## config.mk

```make
export PLATFORM = sky130hd
export DESIGN_NAME = acbi_host_port
export DESIGN_NICKNAME = d
export VERILOG_FILES = /design/src/rtl/acbi_pkg.sv /design/src/rtl/acbi_reg_mem.sv /design/src/rtl/acbi_host_port.sv
export SDC_FILE = /design/constraint.sdc
export NUM_CORES = 1
export LEC_CHECK = 0
export BUFFER_PORTS_ARGS = -buffer_cell sky130_fd_sc_hd__buf_2
export CAP_MARGIN = 20
export CORE_UTILIZATION = 45
export DETAILED_ROUTE_END_ITERATION = 6
export HOLD_SLACK_MARGIN = 0.05
export PLACE_DENSITY_LB_ADDON = 0.1
export SLEW_MARGIN = 10
export SYNTH_ARGS = -nofsm -noshare
export SYNTH_HDL_FRONTEND = slang
export SYNTH_SLANG_ARGS = --single-unit
```

## constraint.sdc

```tcl
create_clock -name core_clk_in -period 2.1 [get_ports core_clk_in]
set_input_delay 0.21 -clock core_clk_in [delete_from_list [all_inputs] [get_ports core_clk_in]]
set_output_delay 0.21 -clock core_clk_in [all_outputs]
set_load 0.05 [all_outputs]
```

## src/rtl/acbi_pkg.sv

```systemverilog
package acbi_pkg;
  localparam int ACBI_DATA_WIDTH = 8;
  localparam int ACBI_ADDR_WIDTH = 6;
  localparam int ACBI_REG_COUNT = 64;
  localparam logic [7:0] ACBI_REG_RESET = 8'h00;
  localparam logic [7:0] ACBI_DATA_IDLE = 8'h00;
  localparam logic [1:0] ACBI_SYNC_ONES = 2'h3;
endpackage

```

## src/rtl/acbi_reg_mem.sv

```systemverilog
`timescale 1ns/1ns
`default_nettype none
module acbi_reg_mem
  import acbi_pkg::*;
(
  // clock and reset
  input wire logic core_clk_in,
  input wire logic reset_in,
  // write port
  input wire logic wr_en_in,
  input wire logic [acbi_pkg::ACBI_ADDR_WIDTH-1:0] wr_addr_in,
  input wire logic [acbi_pkg::ACBI_DATA_WIDTH-1:0] wr_data_in,
  // read port
  input wire logic [acbi_pkg::ACBI_ADDR_WIDTH-1:0] rd_addr_in,
  output logic [acbi_pkg::ACBI_DATA_WIDTH-1:0] rd_data_out
);
  import acbi_pkg::*;
  logic [ACBI_DATA_WIDTH-1:0] mem [ACBI_REG_COUNT];
  // registered read data; a write and a read to the same entry return the old value
  always_ff @(posedge core_clk_in) begin
    if (reset_in) begin
      rd_data_out <= ACBI_REG_RESET;
      for (int i = 0; i < ACBI_REG_COUNT; i++) begin
        mem[i] <= ACBI_REG_RESET;
      end
    end else begin
      rd_data_out <= mem[rd_addr_in];
      if (wr_en_in) begin
        mem[wr_addr_in] <= wr_data_in;
      end
    end
  end
endmodule // acbi_reg_mem
`default_nettype wire

```

## src/rtl/acbi_host_port.sv

```systemverilog
// Operation
// [RULE_01] The host data bus is eight bits wide and bidirectional, bit 0 least and bit 7 most significant.
// [RULE_02] While chip select is low, only the asserted write or read strobe sets the transfer direction.
// [RULE_03] With chip select high the bus is not driven and strobes are ignored.
// [RULE_04] A write is latched into the selected register on the rising edge of the write strobe. The code writes it at the second clock edge after it.
// [RULE_05] A read drives the selected register onto the bus from the falling edge of the read strobe. The code drives from the second clock edge after it.
// [RULE_06] The host presents a six-bit register select with every access.
// [RULE_07] The host never asserts both strobes together and holds the select stable while a strobe is low.
`timescale 1ns/1ns
`default_nettype none
module acbi_host_port
  import acbi_pkg::*;
(
  // clock and reset
  input wire logic core_clk_in,
  input wire logic reset_in,
  // host strobes and select
  input wire logic chip_select_n_in,
  input wire logic write_strobe_n_in,
  input wire logic read_strobe_n_in,
  input wire logic [acbi_pkg::ACBI_ADDR_WIDTH-1:0] register_select_in,
  // host data bus, split into three signals
  input wire logic [acbi_pkg::ACBI_DATA_WIDTH-1:0] host_data_bus_in,
  output logic [acbi_pkg::ACBI_DATA_WIDTH-1:0] host_data_bus_out,
  output logic host_data_bus_oe_out,
  // write event seen by the register logic
  output logic write_pulse_out
);
  import acbi_pkg::*;

  typedef enum logic [2:0] {
    ACBI_IDLE = 3'h1,
    ACBI_WRITE = 3'h2,
    ACBI_READ = 3'h4
  } acbi_state_type;

  typedef struct packed {
    acbi_state_type state;
    logic [ACBI_DATA_WIDTH-1:0] wr_data;
    logic [ACBI_ADDR_WIDTH-1:0] wr_addr;
    logic [ACBI_DATA_WIDTH-1:0] dout;
    logic oe;
    logic wr_pulse;
    logic read_fresh;
  } acbi_regs_type;

  acbi_regs_type r;
  acbi_regs_type next_r;
  logic [ACBI_DATA_WIDTH-1:0] mem_rd_data;
  logic wr_active;
  logic rd_active;

  // strobes only count while selected; both low together is a host fault, write wins
  assign wr_active = !chip_select_n_in && !write_strobe_n_in; // [RULE_02]
  assign rd_active = !chip_select_n_in && !read_strobe_n_in && write_strobe_n_in; // [RULE_02] [RULE_03]

  // a strobe seen low at one edge moves the state there; drive and read data follow one edge later
  always_comb begin
    next_r = r;
    next_r.wr_pulse = 1'b0;
    next_r.read_fresh = 1'b0;
    unique case (r.state)
      ACBI_IDLE: begin
        next_r.oe = 1'b0;
        if (wr_active) begin
          // take data and select at once, a strobe may be low for a single edge
          next_r.wr_data = host_data_bus_in;
          next_r.wr_addr = register_select_in; // [RULE_06]
          next_r.state = ACBI_WRITE;
        end else if (rd_active) begin
          next_r.state = ACBI_READ; // [RULE_05]
          next_r.read_fresh = 1'b1;
        end
      end
      ACBI_WRITE: begin
        if (wr_active) begin
          // track the bus only while the strobe is low; at the release edge the host may have moved on
          next_r.wr_data = host_data_bus_in;
          next_r.wr_addr = register_select_in; // [RULE_06]
        end else begin
          next_r.wr_pulse = 1'b1; // [RULE_04]
          next_r.state = ACBI_IDLE;
        end
      end
      ACBI_READ: begin
        next_r.oe = rd_active; // [RULE_03] [RULE_05]
        next_r.dout = mem_rd_data; // [RULE_01]
        if (!rd_active) begin
          next_r.oe = 1'b0;
          next_r.state = ACBI_IDLE;
        end
      end
    endcase
  end

  always_ff @(posedge core_clk_in) begin
    if (reset_in) begin
      r.state <= ACBI_IDLE;
      r.wr_data <= ACBI_DATA_IDLE;
      r.wr_addr <= '0;
      r.dout <= ACBI_DATA_IDLE;
      r.oe <= 1'b0;
      r.wr_pulse <= 1'b0;
      r.read_fresh <= 1'b0;
    end else begin
      r <= next_r;
    end
  end

  acbi_reg_mem u_mem (
    .core_clk_in(core_clk_in),
    .reset_in(reset_in),
    .wr_en_in(r.wr_pulse),
    .wr_addr_in(r.wr_addr),
    .wr_data_in(r.wr_data),
    .rd_addr_in(register_select_in),
    .rd_data_out(mem_rd_data)
  );

  assign host_data_bus_out = r.dout;
  // drop the drive at once when the host lets go, to avoid bus contention
  assign host_data_bus_oe_out = r.oe && rd_active; // [RULE_03]
  assign write_pulse_out = r.wr_pulse;

  // deselect and direction
  chk_deselect_no_drive: assert property (@(posedge core_clk_in) disable iff (reset_in) // [RULE_03]
    chip_select_n_in |-> !host_data_bus_oe_out)
    else $error("bus driven while deselected");

  chk_no_drive_on_write: assert property (@(posedge core_clk_in) disable iff (reset_in) // [RULE_02]
    !read_strobe_n_in == 1'b0 |-> !host_data_bus_oe_out)
    else $error("bus driven without read strobe");

  chk_no_drive_writing: assert property (@(posedge core_clk_in) disable iff (reset_in) // [RULE_02]
    !write_strobe_n_in |-> !host_data_bus_oe_out)
    else $error("bus driven while write strobe low");

  chk_drive_needs_strobe: assert property (@(posedge core_clk_in) disable iff (reset_in) // [RULE_05]
    host_data_bus_oe_out |-> (!chip_select_n_in && !read_strobe_n_in && write_strobe_n_in))
    else $error("bus driven outside a read");

  chk_deselect_stays_idle: assert property (@(posedge core_clk_in) disable iff (reset_in) // [RULE_03]
    (r.state == ACBI_IDLE && chip_select_n_in) |=> r.state == ACBI_IDLE)
    else $error("access started while deselected");

  chk_idle_no_drive: assert property (@(posedge core_clk_in) disable iff (reset_in) // [RULE_03]
    (r.state == ACBI_IDLE) |-> !r.oe)
    else $error("drive enable held in idle");

  chk_state_onehot: assert property (@(posedge core_clk_in) disable iff (reset_in) // [RULE_02]
    $onehot(r.state))
    else $error("access state not one-hot");

  // write path
  chk_write_on_release: assert property (@(posedge core_clk_in) disable iff (reset_in) // [RULE_04]
    (r.state == ACBI_WRITE && !wr_active) |=> write_pulse_out)
    else $error("write not taken at strobe release");

  chk_write_only_release: assert property (@(posedge core_clk_in) disable iff (reset_in) // [RULE_04]
    write_pulse_out |-> $past(r.state) == ACBI_WRITE)
    else $error("write pulse without write strobe");

  chk_write_data_kept: assert property (@(posedge core_clk_in) disable iff (reset_in) // [RULE_01]
    (r.state == ACBI_WRITE && !wr_active) |=> r.wr_data == $past(host_data_bus_in, 2))
    else $error("write data not the last sampled value");

  chk_write_select_kept: assert property (@(posedge core_clk_in) disable iff (reset_in) // [RULE_04]
    (r.state == ACBI_WRITE && !wr_active) |=> r.wr_addr == $past(register_select_in, 2))
    else $error("write select not the last sampled value");

  chk_write_enters: assert property (@(posedge core_clk_in) disable iff (reset_in) // [RULE_04]
    (r.state == ACBI_IDLE && wr_active) |=> r.state == ACBI_WRITE)
    else $error("write strobe not taken");

  chk_write_holds_state: assert property (@(posedge core_clk_in) disable iff (reset_in) // [RULE_04]
    (r.state == ACBI_WRITE && wr_active) |=> (r.state == ACBI_WRITE && !write_pulse_out))
    else $error("write committed while strobe still low");

  chk_pulse_single: assert property (@(posedge core_clk_in) disable iff (reset_in) // [RULE_04]
    write_pulse_out |=> !write_pulse_out)
    else $error("write pulse longer than one cycle");

  chk_pulse_from_release: assert property (@(posedge core_clk_in) disable iff (reset_in) // [RULE_04]
    write_pulse_out |-> !$past(wr_active))
    else $error("write pulse without strobe release");

  chk_no_write_in_read: assert property (@(posedge core_clk_in) disable iff (reset_in) // [RULE_02]
    (r.state == ACBI_READ) |=> !write_pulse_out)
    else $error("write pulse during read");

  // read path
  chk_read_drives_soon: assert property (@(posedge core_clk_in) disable iff (reset_in) // [RULE_05]
    (r.state == ACBI_IDLE && rd_active) ##1 rd_active ##1 rd_active |-> host_data_bus_oe_out)
    else $error("read not driven two cycles after strobe");

  chk_read_data_reg: assert property (@(posedge core_clk_in) disable iff (reset_in) // [RULE_05]
    (r.state == ACBI_READ && rd_active) |=> host_data_bus_out == $past(mem_rd_data))
    else $error("read data does not follow selected register");

  chk_read_enters: assert property (@(posedge core_clk_in) disable iff (reset_in) // [RULE_05]
    (r.state == ACBI_IDLE && rd_active) |=> (r.state == ACBI_READ && r.read_fresh))
    else $error("read strobe not taken");

  chk_read_fresh_entry: assert property (@(posedge core_clk_in) disable iff (reset_in) // [RULE_05]
    r.read_fresh |-> (r.state == ACBI_READ && !r.oe))
    else $error("drive enabled before read data settled");

  chk_drive_stays: assert property (@(posedge core_clk_in) disable iff (reset_in) // [RULE_05]
    (r.state == ACBI_READ && rd_active) |=> (host_data_bus_oe_out || !rd_active))
    else $error("drive dropped while read strobe low");

  chk_release_stops_read: assert property (@(posedge core_clk_in) disable iff (reset_in) // [RULE_05]
    (r.state == ACBI_READ && !rd_active) |=> (r.state == ACBI_IDLE && !r.oe))
    else $error("read not ended at strobe release");

  // main scenarios
  cov_write: cover property (@(posedge core_clk_in) disable iff (reset_in) write_pulse_out);
  cov_read: cover property (@(posedge core_clk_in) disable iff (reset_in) host_data_bus_oe_out);
  cov_back_to_back: cover property (@(posedge core_clk_in) disable iff (reset_in)
    write_pulse_out ##[1:8] host_data_bus_oe_out);
  cov_deselected_strobe: cover property (@(posedge core_clk_in) disable iff (reset_in)
    chip_select_n_in && !(write_strobe_n_in && read_strobe_n_in));
endmodule // acbi_host_port
`default_nettype wire

```

# After elaboration in Yosys (flattened, before gate mapping)
# Memories as Yosys holds them, arrays and structs flattened. A register that Yosys moved wholly into a read port is not among the register bits.
# Index checks and enable logic that the tools add are counted.
[word_totals] register_bits=27 ram_bits=512 in_bits=19 out_inout_bits=10 word_cells=43 mem_count=1
[op_classes] eq_ne=6 n_mux=16 bitwise=1 reduce_logical=13
[mem_list] name="u_mem.mem" words=64 width=8 rd=1 rd_clocked_by_memory_dff=1 write_ports=64 line_no="acbi_reg_mem.sv:18" source="logic [ACBI_DATA_WIDTH-1:0] mem [ACBI_REG_COUNT];"
[ops] op="$mux W3" n=4
[ops] op="$pmux W3 S3" n=1
[ops] op="$mux W1" n=8
[ops] op="$mux W8" n=1
[ops] op="$reduce_or A8 Y1" n=1
[ops] op="$mux W6" n=1
[ops] op="$logic_and A1 B1 Y1" n=4
[ops] op="$ne A2 B2 Y1 const B" n=2
[ops] op="$reduce_or A2 Y1" n=2
[ops] op="$eq A3 B1 Y1 const B" n=1
[ops] op="$eq A3 B2 Y1 const B" n=1
[ops] op="$eq A3 B3 Y1 const B" n=1
[ops] op="$logic_not A1 Y1" n=3
[ops] op="$ne A3 B3 Y1 const B" n=1
[ops] op="$reduce_and A3 Y1" n=1
[ops] op="$pmux W1 S2" n=1
[ops] op="$reduce_and A2 Y1" n=1
[ops] op="$reduce_bool A2 Y1" n=1
[ops] op="$not A1 Y1" n=1

# Depth between registers and ports, before layout
[logic_depth] depth_word=6 mapped_depth=10 mapped_depth_nobuf=5

# Hierarchy
# From an unflattened synthesis, not the netlist that was laid out.
[unflattened] cells_unflattened=1707 hier_area_um2=25229.2
[by_module_without_submodules] mod="acbi_reg_mem" n_inst=1 cells_each=1579 area_per_inst_um2=24056.8 seq_area_each_um2=15534.9
[by_module_without_submodules] mod="acbi_host_port" n_inst=1 cells_each=128 area_per_inst_um2=1172.4 seq_area_each_um2=540.5

# Least setup slack after synthesis
# Ideal clock, no wire load.
[synth_timing] path_type="reg-to-reg" startpoint="register r, in the netlist write_pulse_out" endpoint="memory u_mem.mem[59][0] (enable)" setup_time_ns=0.309 t_arrival_ns=1.786 required_time_ns=1.791 path_slack_ns=0.005 stages_incl_launch_ff=5 n_path_buf=0 period_less_slack_ns=2.095 cell_sequence="dfxtp_1 > nor3b_1 > nand3_1 > nor2_1 > or2_2"
[synth_rtl] item="start: declaration" line_no="acbi_host_port.sv:47" source="acbi_regs_type r;"
[synth_rtl] item="start signal: assignment" line_no="acbi_host_port.sv:106" source="r <= next_r;"
[synth_rtl] item="end: declaration" line_no="acbi_reg_mem.sv:18"

==> results.txt <==
----------------------------------------------------
[Power]
  Combinational group share of total power ... 7.0%
  Maximum resistive drop on vdd ... 694 µV
  Static power due to leakage ... 10.8 nW
  Part of the total power dissipated in sequential elements ... 51.6%
  Fraction of power spent switching nets ... 22.6%
  Power per unit of standard cell area ... 834 nW/µm²
  Internal Power ... 18.6 mW
  Net load switching power ... 5.45 mW
  Clock network power share ... 41.4%

[Setup path]
  Reg2reg setup slack ... 160 ps
  Endpoint of the lowest-slack register-to-register path ... u_mem.mem[63][0]$_SDFFCE_PN0P_
  Critical path class ... register to register
  Arrival time of data at the critical path endpoint ... 2220 ps
  Worst Setup SP ... write_pulse_out$_SDFF_PP0_
  Worst setup path endpoint ... u_mem.mem[63][0]$_SDFFCE_PN0P_
  Reg-to-reg startpoint ... write_pulse_out$_SDFF_PP0_
  Required time at the endpoint of the critical path ... 2390 ps
  Maximum net fanout on the critical path ... 8
  Worst Reg-to-Reg Cells ... 5
  Critical Path Sink Type ... register
  CP startpoint kind ... register

[Route]
  Post-route antenna net violation count ... 0
  First drt pass iteration count ... 5
  Routed vias/inst ... 5.49
  Drc violations ... 0
  Iteration-0 DRC count of the detailed router ... 1,251
  Number of vias after detailed routing ... 14,400
  Wire length reported by the detailed router ... 66,800 µm
  DR WL/cell ... 25.4 µm

[STA]
  Worst slack on hold paths ... 81.6 ps
  Final Hold Viols ... 0
  Setup-violating endpoint count in the final report ... 0
  Minimum period implied by the final worst setup slack ... 1940 ps
  Count of final max-slew check failures ... 0
  Slew at the pin closest to its max-slew limit ... 783 ps
  Worst-case setup margin in the final layout ... 164 ps
  RSZ-0062 raised after global routing ... no
  Final clock skew ... 11.4 ps
  Maximum operating frequency ... 517 MHz
  Period utilization ... 92.2%
  Max-slew headroom ... 46.5%

[Yosys]
  Net count after synthesis ... 1,709
  Count of state elements after synthesis ... 547
  Async SR Flop Fraction ... 0%
  Cell area after technology mapping ... 25,100 µm²
  Area share of the largest cell type after synthesis ... 61.3%
  Dominant register cell in the synthesized netlist ... sky130_fd_sc_hd__edfxtp_1
  Leading area contributor after synthesis ... sky130_fd_sc_hd__edfxtp_1
  Share of synthesized area occupied by flip-flops and latches ... 64.1%
  Number of flops mapped to enable cells by yosys ... 512
  Biggest area contributors in the synthesized netlist ... sky130_fd_sc_hd__edfxtp_1 61%, sky130_fd_sc_hd__and2_1 13%, sky130_fd_sc_hd__mux4_2 11%
  Post-synthesis cell count ... 1,690
  Synth Area per Inst ... 14.8 µm²
  Yosys warns ... 0
  Number of different library cells in the post-synthesis netlist ... 47

[CTS]
  CTS buffer count ... 60
  Maximum level of the CTS H-tree ... 2
  Clock-pin slew of the registers on the worst-case setup and hold paths ... 60 ps
  CTS max path bufs ... 3
  Latest clock arrival within the worst-skew pair ... 610 ps
  Clock sink count ... 547
  Clock tree from TritonCTS ... built
  Post-CTS setup buffer count ... 0
  # resized after CTS ... 0
  Clock Root Buffer ... sky130_fd_sc_hd__clkbuf_16

[Layout]
  Top library cells by usage in the layout, fill and taps aside ... 514 x sky130_fd_sc_hd__and2_1, 512 x sky130_fd_sc_hd__edfxtp_1, 152 x sky130_fd_sc_hd__buf_4
  Fin nets ... 1,850
  Layout fillers ... 4,609
  Post-Route Utilization ... 52.4%
  Most common library cell in the layout ignoring fill and taps ... sky130_fd_sc_hd__and2_1
  Fraction of layout cells with a size suffix above 1 ... 25.8%
  Growth of design area from synthesis to finish ... 15.1%

[Global routing]
  Pin count of the biggest net entering global routing ... 66
  Total track usage ... 24.1%
  Global-route wire length before repair ... 98,200 µm
  Number of global-route vias before repair ... 14,400
  Global route overflow ... 0
  Initial antenna violation count ... 0

[Floorplanning]
  Die Height ... 238 µm
  Width of the chip ... 238 µm
  Area of the die ... 56,700 µm²
  Number of primary I/O pins ... 29
  Standard cell core area ... 55,100 µm²
  Initial Util ... 45.5%
  Number of placement rows ... 86

[Flow run]
  Max-cap violation count ... 0

[Hold path]
  HP Class ... input pin to register

[Place]
  Port Buffers ... 28
  HPWL after DPL ... 44,500 µm
  Pre-CTS worst setup slack ... -72.8 ps
  Weighted congestion reported at the end of routability-driven placement ... 0.861

[Run status]
  Run status ... complete, no violations

----------------------------------------------------
-- area by class of cell --
| class | count | area (µm²) | share of cell area (%) |
|---|---|---|---|
| clock inverter | 28 | 178 | 0.615 |
| timing repair buffer | 206 | 1700 | 5.90 |
| tap | 748 | 936 | 3.24 |
| multi-input combinational | 1016 | 8330 | 28.8 |
| sequential | 547 | 16100 | 55.7 |
| antenna | 1 | 2.50 | 0.00866 |
| clock buffer | 81 | 1650 | 5.72 |
-- logic make-up after synthesis --
group                     after synthesis  share of synthesized area, %
and+or+nand+nor                       768                          17.9
buffers and inverters                 127                          2.72
DFF                                   547                          64.1
muxes                                 167                          13.1
xor gates and xnor gates                1                        0.0349
AOI/OAI and AO/OA                      80                          2.14
-- worst max-delay path, stage by stage, from the launching register on --
cell and delay, ps:
sky130_fd_sc_hd__dfxtp_1 440, sky130_fd_sc_hd__and3b_1 270, sky130_fd_sc_hd__nand3_1 100, sky130_fd_sc_hd__buf_4 250, sky130_fd_sc_hd__nor2_1 230, sky130_fd_sc_hd__or2_2 320
-- worst min-delay path by stage --
stage                                  from                  to  slack (ps)  cells after the start
after floorplan            chip_select_n_in  r[26]$_SDFFE_PP0P_         290                      1
after global placement    write_strobe_n_in  r[26]$_SDFFE_PP0P_         410                      2
after detailed placement  write_strobe_n_in  r[26]$_SDFFE_PP0P_         410                      2
after CTS                  chip_select_n_in   r[2]$_SDFFE_PP0P_          50                      4
after global routing       chip_select_n_in   r[2]$_SDFFE_PP0P_         110                      4
final                      chip_select_n_in   r[2]$_SDFFE_PP0P_          80                      4
-- layer usage --
layer  global-route usage [%]  vias up  wire length (µm)
met1                     34.7     7436             30300
met3                     4.63       89              4040
met5                        0        -                 0
met2                     38.0      437             31100
li1                         -     6454                 -
met4                     5.57        0              1320
-- synthesized netlist by cell type (9+ instances only) --
| cell | number |
|---|---|
| sky130_fd_sc_hd__mux2_2 | 10 |
| sky130_fd_sc_hd__clkbuf_1 | 80 |
| sky130_fd_sc_hd__buf_2 | 13 |
| sky130_fd_sc_hd__nand3b_1 | 9 |
| sky130_fd_sc_hd__nand2_1 | 34 |
| sky130_fd_sc_hd__dfxtp_1 | 35 |
| sky130_fd_sc_hd__mux2i_1 | 31 |
| sky130_fd_sc_hd__o22ai_1 | 17 |
| sky130_fd_sc_hd__or2_2 | 67 |
| sky130_fd_sc_hd__a21oi_1 | 14 |
| sky130_fd_sc_hd__buf_6 | 9 |
| sky130_fd_sc_hd__buf_4 | 21 |
| sky130_fd_sc_hd__mux4_2 | 120 |
| sky130_fd_sc_hd__and2_1 | 514 |
| sky130_fd_sc_hd__nor2_1 | 95 |
| sky130_fd_sc_hd__nor2b_1 | 11 |
| sky130_fd_sc_hd__nand3_1 | 11 |
| sky130_fd_sc_hd__edfxtp_1 | 512 |
| sky130_fd_sc_hd__o21ai_0 | 15 |
-- power by group through the flow --
stage	logic [mW]	registers, mW	clock network (mW)
final	1.69	12.4	9.97
after detailed placement	1.68	12.6	0
after global routing	1.79	12.4	10.5
after CTS	1.71	12.4	10.1
after global placement	1.67	12.6	0
after floorplan	1.05	12.5	0
-- timing repair --
| item | 4_1_cts | 5_1_grt |
|---|---|---|
| hold buffers | 14 | 0 |
| endpoints found under the hold margin | 16 | 0 |
| endpoints found under the setup margin | 0 | 0 |
-- flip-flops by register name (all words and copies together) (netlist names) --
signal             cells
host_data_bus_out      8
u_mem.mem            512
u_mem.rd_data_out      8
write_pulse_out        1
r                     18
-- metrics by stage --
stage | cells | TNS [ps] | power (mW) | area (µm²)
3_3_place_gp | 2503 | -157 | 14.3 | 26900
2_1_floorplan | 1690 | 0 | 13.6 | 25100
4_1_cts | 2626 | 0 | 24.3 | 28900
3_5_place_dp | 2503 | -88.3 | 14.3 | 26900
5_1_grt | 2626 | 0 | 24.8 | 28900
6_report | 2627 | 0 | 24.1 | 28900
Power figures use the tool's default switching activity.
